<file path="config.mk">
export PLATFORM = sky130hd
export DESIGN_NAME = tmof_top
export DESIGN_NICKNAME = d
export VERILOG_FILES = /design/src/core/tmof_top.v
export VERILOG_INCLUDE_DIRS = /design/src /design/src/shared
export SDC_FILE = /design/constraint.sdc
export NUM_CORES = 1
export LEC_CHECK = 0
export ABC_AREA = 1
export BUFFER_PORTS_ARGS = -buffer_cell sky130_fd_sc_hd__buf_2
export CORE_MARGIN = 2
export CORE_UTILIZATION = 47
export CTS_BUF_LIST = sky130_fd_sc_hd__clkbuf_4 sky130_fd_sc_hd__clkbuf_8
export DETAILED_ROUTE_END_ITERATION = 10
export PLACE_DENSITY = 0.89
export REMOVE_ABC_BUFFERS = 1
export SLEW_MARGIN = 20
export SYNTH_ARGS = -nofsm -noshare
export SYNTH_HDL_FRONTEND = slang
export SYNTH_SLANG_ARGS = --single-unit
export TNS_END_PERCENT = 20
</file>
<file path="constraint.sdc">
create_clock -name ref_clk_i -period 1.51 [get_ports ref_clk_i]
set_input_delay 0.151 -clock ref_clk_i [delete_from_list [all_inputs] [get_ports ref_clk_i]]
set_output_delay 0.151 -clock ref_clk_i [all_outputs]
set_load 0.05 [all_outputs]
</file>
<file path="src/shared/tmof_defs.vh">
// register offsets, field positions and reset values of the timer flag block
`ifndef TMOF_DEFS_VH
`define TMOF_DEFS_VH
`define TMOF_ADDR_W 4
`define TMOF_OFS_BMATCH 4'h0
`define TMOF_OFS_WRAP 4'h4
`define TMOF_OFS_STANDBY 4'h8
`define TMOF_BMATCH_RST 8'h88
`define TMOF_WRAP_RST 8'h88
`define TMOF_RSVD_MASK_B 8'h88
`define TMOF_RSVD_MASK_W 8'h88
`define TMOF_FLAG_LSB 0
`define TMOF_EN_LSB 4
`define TMOF_RESP_OKAY 2'b00
`define TMOF_RESP_SLVERR 2'b10
`endif

</file>
<file path="src/core/tmof_top.v">
// flag and enable registers for the three-channel timer, axi4-lite slave
`timescale 1ns/100ps
`include "tmof_defs.vh"
// What this block does
// - ch1 b-match request gated by enable bit5
// - ch0 b-match request gated by enable bit4
// - ch2 b-match request gated by enable bit6
// - b register bit3 reads one, ignores writes
// - ch2 b flag set on compare match
// - ch2 b flag set on input capture
// - ch1 b flag set on match or capture
// - ch0 b flag set on match or capture
// - flag clears after read-one then write-zero
// - writing one to a flag changes nothing
// - wrap register resets to 88 on reset, standby
// - wrap register bits 7 and 3 read one
// - ch2 wrap request gated by enable bit6
// - ch1 wrap request gated by enable bit5
// - ch0 wrap request gated by enable bit4
// - ch2 wrap flag on overflow or underflow
// - underflow only on ch2 in phase counting
// - ch1 wrap flag on overflow
// - ch0 wrap flag on overflow
// - b register resets to 88 on reset, standby
module tmof_top (
  input wire ref_clk_i, // 50 MHz timer clock
  input wire sys_rst_i, // async reset, active high
  input wire standby_i, // standby entry, reinitialises registers
  input wire [2:0] b_compare_match_i, // counter equals second general reg, per channel
  input wire [2:0] b_capture_i, // capture into second general reg, per channel
  input wire [2:0] b_is_capture_i, // 1: second general reg in capture use
  input wire [2:0] overflow_i, // counter wrapped all ones to zero
  input wire underflow_ch2_i, // channel 2 wrapped zero to all ones
  input wire phase_count_select_i, // channel 2 phase counting mode
  input wire [3:0] s_axi_awaddr_i,
  input wire s_axi_awvalid_i,
  output wire s_axi_awready_o,
  input wire [31:0] s_axi_wdata_i,
  input wire [3:0] s_axi_wstrb_i,
  input wire s_axi_wvalid_i,
  output wire s_axi_wready_o,
  output reg [1:0] s_axi_bresp_o,
  output reg s_axi_bvalid_o,
  input wire s_axi_bready_i,
  input wire [3:0] s_axi_araddr_i,
  input wire s_axi_arvalid_i,
  output wire s_axi_arready_o,
  output reg [31:0] s_axi_rdata_o,
  output reg [1:0] s_axi_rresp_o,
  output reg s_axi_rvalid_o,
  input wire s_axi_rready_i,
  output wire b_match_irq_ch0_o,
  output wire b_match_irq_ch1_o,
  output wire b_match_irq_ch2_o,
  output wire wrap_irq_ch0_o,
  output wire wrap_irq_ch1_o,
  output wire wrap_irq_ch2_o
);
  reg [2:0] b_flag_reg; // b-match flags ch2..ch0
  reg [2:0] b_en_reg; // b-match enables ch2..ch0
  reg [2:0] w_flag_reg; // wrap flags ch2..ch0
  reg [2:0] w_en_reg; // wrap enables ch2..ch0
  reg [2:0] b_armed_reg; // flags seen as one by a read
  reg [2:0] w_armed_reg;
  reg standby_reg; // software standby request
  reg aw_held_reg; // write address captured
  reg w_held_reg; // write data captured
  reg [3:0] awaddr_reg;
  reg [31:0] wdata_reg;
  reg [3:0] wstrb_reg;
  wire [2:0] b_set; // b flag set events
  wire [2:0] w_set; // wrap flag set events
  wire standby_any; // reinitialise from pin or register
  wire wr_go; // write performed this cycle
  wire rd_go; // read accepted this cycle
  wire [7:0] b_view; // b register as read
  wire [7:0] w_view; // wrap register as read
  wire [2:0] b_clr; // b flags cleared this cycle
  wire [2:0] w_clr;
  wire wr_b; // write hits b register
  wire wr_w;
  wire wr_s;

  // match in compare use or capture in capture use
  assign b_set[0] = b_is_capture_i[0] ? b_capture_i[0] : b_compare_match_i[0];
  assign b_set[1] = b_is_capture_i[1] ? b_capture_i[1] : b_compare_match_i[1];
  assign b_set[2] = b_is_capture_i[2] ? b_capture_i[2] : b_compare_match_i[2];
  // overflow on every channel, underflow only in phase counting
  assign w_set[0] = overflow_i[0];
  assign w_set[1] = overflow_i[1];
  assign w_set[2] = overflow_i[2] | (underflow_ch2_i & phase_count_select_i);

  assign standby_any = standby_i | standby_reg;
  // reserved bits forced to one
  assign b_view = {1'b1, b_en_reg, 1'b1, b_flag_reg};
  assign w_view = {1'b1, w_en_reg, 1'b1, w_flag_reg};

  // write channel handshake, address and data in either order
  assign s_axi_awready_o = ~aw_held_reg & ~s_axi_bvalid_o;
  assign s_axi_wready_o = ~w_held_reg & ~s_axi_bvalid_o;
  assign wr_go = aw_held_reg & w_held_reg & ~s_axi_bvalid_o;
  assign wr_b = wr_go & (awaddr_reg == `TMOF_OFS_BMATCH) & wstrb_reg[0];
  assign wr_w = wr_go & (awaddr_reg == `TMOF_OFS_WRAP) & wstrb_reg[0];
  assign wr_s = wr_go & (awaddr_reg == `TMOF_OFS_STANDBY) & wstrb_reg[0];
  // clear only armed flags written with zero; ones leave flags alone
  assign b_clr = wr_b ? (b_armed_reg & ~wdata_reg[2:0]) : 3'h0;
  assign w_clr = wr_w ? (w_armed_reg & ~wdata_reg[2:0]) : 3'h0;

  // read handshake
  assign s_axi_arready_o = ~s_axi_rvalid_o;
  assign rd_go = s_axi_arvalid_i & s_axi_arready_o;

  // interrupt requests, level while flag and enable are one
  assign b_match_irq_ch0_o = b_flag_reg[0] & b_en_reg[0];
  assign b_match_irq_ch1_o = b_flag_reg[1] & b_en_reg[1];
  assign b_match_irq_ch2_o = b_flag_reg[2] & b_en_reg[2];
  assign wrap_irq_ch0_o = w_flag_reg[0] & w_en_reg[0];
  assign wrap_irq_ch1_o = w_flag_reg[1] & w_en_reg[1];
  assign wrap_irq_ch2_o = w_flag_reg[2] & w_en_reg[2];

  // write address and data capture, response
  always @(posedge ref_clk_i or posedge sys_rst_i) begin
    if (sys_rst_i) begin
      aw_held_reg <= 1'b0;
      w_held_reg <= 1'b0;
      awaddr_reg <= 4'h0;
      wdata_reg <= 32'h0;
      wstrb_reg <= 4'h0;
      s_axi_bvalid_o <= 1'b0;
      s_axi_bresp_o <= `TMOF_RESP_OKAY;
    end else begin
      if (s_axi_awvalid_i & s_axi_awready_o) begin
        aw_held_reg <= 1'b1;
        awaddr_reg <= s_axi_awaddr_i;
      end
      if (s_axi_wvalid_i & s_axi_wready_o) begin
        w_held_reg <= 1'b1;
        wdata_reg <= s_axi_wdata_i;
        wstrb_reg <= s_axi_wstrb_i;
      end
      if (wr_go) begin
        // response once both halves are in
        aw_held_reg <= 1'b0;
        w_held_reg <= 1'b0;
        s_axi_bvalid_o <= 1'b1;
        if ((awaddr_reg == `TMOF_OFS_BMATCH) | (awaddr_reg == `TMOF_OFS_WRAP) |
            (awaddr_reg == `TMOF_OFS_STANDBY)) begin
          s_axi_bresp_o <= `TMOF_RESP_OKAY;
        end else begin
          s_axi_bresp_o <= `TMOF_RESP_SLVERR;
        end
      end else if (s_axi_bvalid_o & s_axi_bready_i) begin
        s_axi_bvalid_o <= 1'b0;
      end
    end
  end

  // read data path
  always @(posedge ref_clk_i or posedge sys_rst_i) begin
    if (sys_rst_i) begin
      s_axi_rvalid_o <= 1'b0;
      s_axi_rdata_o <= 32'h0;
      s_axi_rresp_o <= `TMOF_RESP_OKAY;
    end else if (rd_go) begin
      s_axi_rvalid_o <= 1'b1;
      s_axi_rresp_o <= `TMOF_RESP_OKAY;
      case (s_axi_araddr_i)
        `TMOF_OFS_BMATCH: s_axi_rdata_o <= {24'h0, b_view};
        `TMOF_OFS_WRAP: s_axi_rdata_o <= {24'h0, w_view};
        `TMOF_OFS_STANDBY: s_axi_rdata_o <= {31'h0, standby_reg};
        default: begin
          // unmapped address
          s_axi_rdata_o <= 32'h0;
          s_axi_rresp_o <= `TMOF_RESP_SLVERR;
        end
      endcase
    end else if (s_axi_rvalid_o & s_axi_rready_i) begin
      s_axi_rvalid_o <= 1'b0;
    end
  end

  // standby control register
  always @(posedge ref_clk_i or posedge sys_rst_i) begin
    if (sys_rst_i) begin
      standby_reg <= 1'b0;
    end else if (wr_s) begin
      standby_reg <= wdata_reg[0];
    end
  end

  // flags, enables and read arming; set beats clear
  always @(posedge ref_clk_i or posedge sys_rst_i) begin
    if (sys_rst_i) begin
      b_flag_reg <= 3'h0;
      b_en_reg <= 3'h0;
      w_flag_reg <= 3'h0;
      w_en_reg <= 3'h0;
      b_armed_reg <= 3'h0;
      w_armed_reg <= 3'h0;
    end else if (standby_any) begin
      // standby reinitialises both registers
      b_flag_reg <= 3'h0;
      b_en_reg <= 3'h0;
      w_flag_reg <= 3'h0;
      w_en_reg <= 3'h0;
      b_armed_reg <= 3'h0;
      w_armed_reg <= 3'h0;
    end else begin
      b_flag_reg <= (b_flag_reg & ~b_clr) | b_set;
      w_flag_reg <= (w_flag_reg & ~w_clr) | w_set;
      if (wr_b) begin
        b_en_reg <= wdata_reg[6:4];
      end
      if (wr_w) begin
        w_en_reg <= wdata_reg[6:4];
      end
      // a read arms flags that were one; a write disarms
      if (rd_go & (s_axi_araddr_i == `TMOF_OFS_BMATCH)) begin
        b_armed_reg <= b_armed_reg | b_flag_reg;
      end else if (wr_b) begin
        b_armed_reg <= 3'h0;
      end
      if (rd_go & (s_axi_araddr_i == `TMOF_OFS_WRAP)) begin
        w_armed_reg <= w_armed_reg | w_flag_reg;
      end else if (wr_w) begin
        w_armed_reg <= 3'h0;
      end
    end
  end
endmodule

</file>
==> results.sh <==
export IMPL_drt_iter0_drc=129
export IMPL_first_pass_iters=4
export IMPL_gp_congestion=0.8873
export IMPL_setup_viol=0
export IMPL_maxCapViolCount=0
export IMPL_synth_area_leader_cell="dfrtp_1"
export IMPL_final_cell_area_um2=2645
export IMPL_grt_max_degree=44
export IMPL_cts_buffers=5
export IMPL_start_util_pct=48.32
export IMPL_final_layout_size_suffix_gt1_share_pct=28.44
export IMPL_wirelength_mm=4.573
export IMPL_syn_cell_area_um2=2267
export IMPL_worst_clock_skew_ps=9.276
export IMPL_antenna_found_initial=0
export IMPL_worst_setup_path_type="reg -> out"
export IMPL_endpoint_kind="output pin"
export IMPL_cts_setup_buffers=0
export IMPL_syn_area_per_cell_um2=8.686
export IMPL_hold_viol=0
export IMPL_drt_vias_per_instance=4.748
export IMPL_ir_worst_vdd_mv=0.9007
export IMPL_worstPathMaxFanout=3
export IMPL_clk_latency_ps=300
export IMPL_cts_tree="done"
export IMPL_cts_hold_fix_buffers=1
export IMPL_core_area_um2=4692
export IMPL_cp_slowest_cell="dfrtp_1"
export IMPL_total_power_uw=3796
export IMPL_grt_first_pass_wirelength_mm=7.417
export IMPL_max_freq_mhz=727.0
export IMPL_grt_ovfl_total=0
export IMPL_slowest_delay_ps=440
export IMPL_crit_arrival_ps=1220
export IMPL_worstHoldPathType="in -> reg"
export IMPL_area_growth_pct=16.67
export IMPL_crit_required_ps=1360
export IMPL_core_rowCount=25
export IMPL_h_tree_depth=2
export IMPL_vias=1809
export IMPL_worst_pin_slew_ps=534.7
export IMPL_nNetsFinal=392
export IMPL_crit_family="flip-flops"
export IMPL_grt_pass1_vias=1616
export IMPL_synth_warnings=0
export IMPL_largest_reg_flops=7
export IMPL_nFillCells=426
export IMPL_relSlewSlack_pct=64.36
export IMPL_p_leak_uw=0.001521
export IMPL_dieArea_um2=5396
export IMPL_grt_usage_pct=18.37
export IMPL_start_kind="flop"
export IMPL_path_clk_slew_ps=70
export IMPL_setup_tns_ps=0
export IMPL_cts_sinks=43
export IMPL_path_cells="nor2_2 -> buf_2"
export IMPL_crit_buf_inv=1
export IMPL_min_period_ps=1376
export IMPL_pwr_density_cell_nw_per_um2=1435
export IMPL_synth_area_leaders="dfrtp_1 47%, nand2_1 9.3%, buf_4 8.9%, nand3_1 4.6%, inv_1 4.0%"
export IMPL_diodes=0
export IMPL_maxSlewViolCount=0
export IMPL_clockRootBuffer="clkbuf_8"
export IMPL_portBuffers=57
export IMPL_ys_ff_latch=43
export IMPL_dpl_worst_slack_ps=174.9
export IMPL_place_area_um2=2531
export IMPL_final_util_pct=56.37
export IMPL_fp_dieH_um=73.46
export IMPL_drc=0
export IMPL_dieWidth_um=73.46
export IMPL_setup_slack_ps=134.4
export IMPL_antenna_left=0
export IMPL_synth_top_area_share_pct=47.46
export IMPL_ys_types=25
export IMPL_final_common_cell="buf_2"
export IMPL_fin_crit_sh_pct=91.10
export IMPL_ys_seq_area_share_pct=47.46
export IMPL_rsz0062_at_grt="false"
export IMPL_io_pins=113
export IMPL_clockBufferDepth=2
export IMPL_synthCells=261
export IMPL_final_cell_mix="57 x buf_2, 56 x nand2_1, 43 x dfrtp_1, 26 x conb_1, 24 x inv_1"
export IMPL_status="finished, final reports clean"
export IMPL_routedWlPerCell_um=12.00
export IMPL_hpwl_mm=3.542
export IMPL_cts_resized=0
==> worst paths after layout <==
| check | from | to | slack (ps) | cells after the start |
|---|---|---|---|---|
| min in group asynchronous | sys_rst_i | s_axi_bvalid_o | 520 | 4 |
| worst max register to register | s_axi_rvalid_o | b_armed_reg[0] | 160 | 5 |
| worst max-delay path | w_held_reg | s_axi_wready_o | 130 | 2 |
| worst min-delay path | s_axi_bready_i | s_axi_bvalid_o | 50 | 2 |
| worst min register to register | s_axi_rdata_o[1] | s_axi_rdata_o[1] | 480 | 2 |
| max in group asynchronous | sys_rst_i | b_armed_reg[1] | 610 | 4 |
==> cells in the mapped netlist <==
| cell | n |
|---|---|
| nand4_1 | 5 |
| mux2_4 | 6 |
| o211ai_1 | 4 |
| nand2_1 | 56 |
| nor2_8 | 1 |
| nor2_2 | 2 |
| buf_4 | 27 |
| o21ai_0 | 4 |
| nand3_2 | 1 |
| o2111ai_1 | 2 |
| nand3_4 | 1 |
| nor2_1 | 19 |
| inv_2 | 7 |
| a21oi_1 | 15 |
| nor3_1 | 1 |
| buf_2 | 2 |
| nand2_4 | 3 |
| conb_1 | 1 |
| dfrtp_1 | 43 |
| nand3_1 | 21 |
| inv_1 | 24 |
| nor2_4 | 2 |
| mux2i_1 | 3 |
| o21ai_1 | 10 |
| nand2_2 | 1 |
==> logic make-up (layout without fill, tap and decap cells) <==
kind of cell	after synthesis	in the layout	synth area share (%)
compound gates	35	35	8.499
buf+inv	60	101	14.51
flops	43	43	47.46
simple gates	113	113	24.06
mux	9	9	5.298
other cells	1	26	0.1654
==> through the flow <==
step	hold slack, ps	instances
after detailed placement	320.8	372
after floorplan	247.4	257
after CTS	37.05	381
final	45.59	381
after global routing	39.47	381
after global placement	310.0	372
==> final cells by class <==
class                           instances  area, µm²  area share, %
Multi-Input combinational cell        183      955.9          36.14
Sequential cell                        43       1076          40.68
Timing Repair Buffer                   62      325.3          12.30
Clock buffer                            8      103.9          3.926
Tap cell                               54      67.56          2.554
Inverter                               31      116.4          4.399
==> metal layers <==
| layer | vias up | global-route usage (%) | wire, µm |
|---|---|---|---|
| li1 | 925 | - | - |
| met1 | 803 | 24.25 | 2008 |
| met2 | 75 | 28.57 | 2190 |
| met5 | - | 0 | 0 |
| met4 | 0 | 7.879 | 82 |
| met3 | 6 | 4.801 | 291 |
==> where the power goes <==
group	total (µW)	internal (µW)	switching, µW	leakage [µW]
clock network	804	435	369	0.0000549
registers	1640	1410	227	0.000550
logic	1360	414	943	0.000916
total	3800	2260	1540	0.00152
Note: power is estimated with default switching activity, not from simulation.
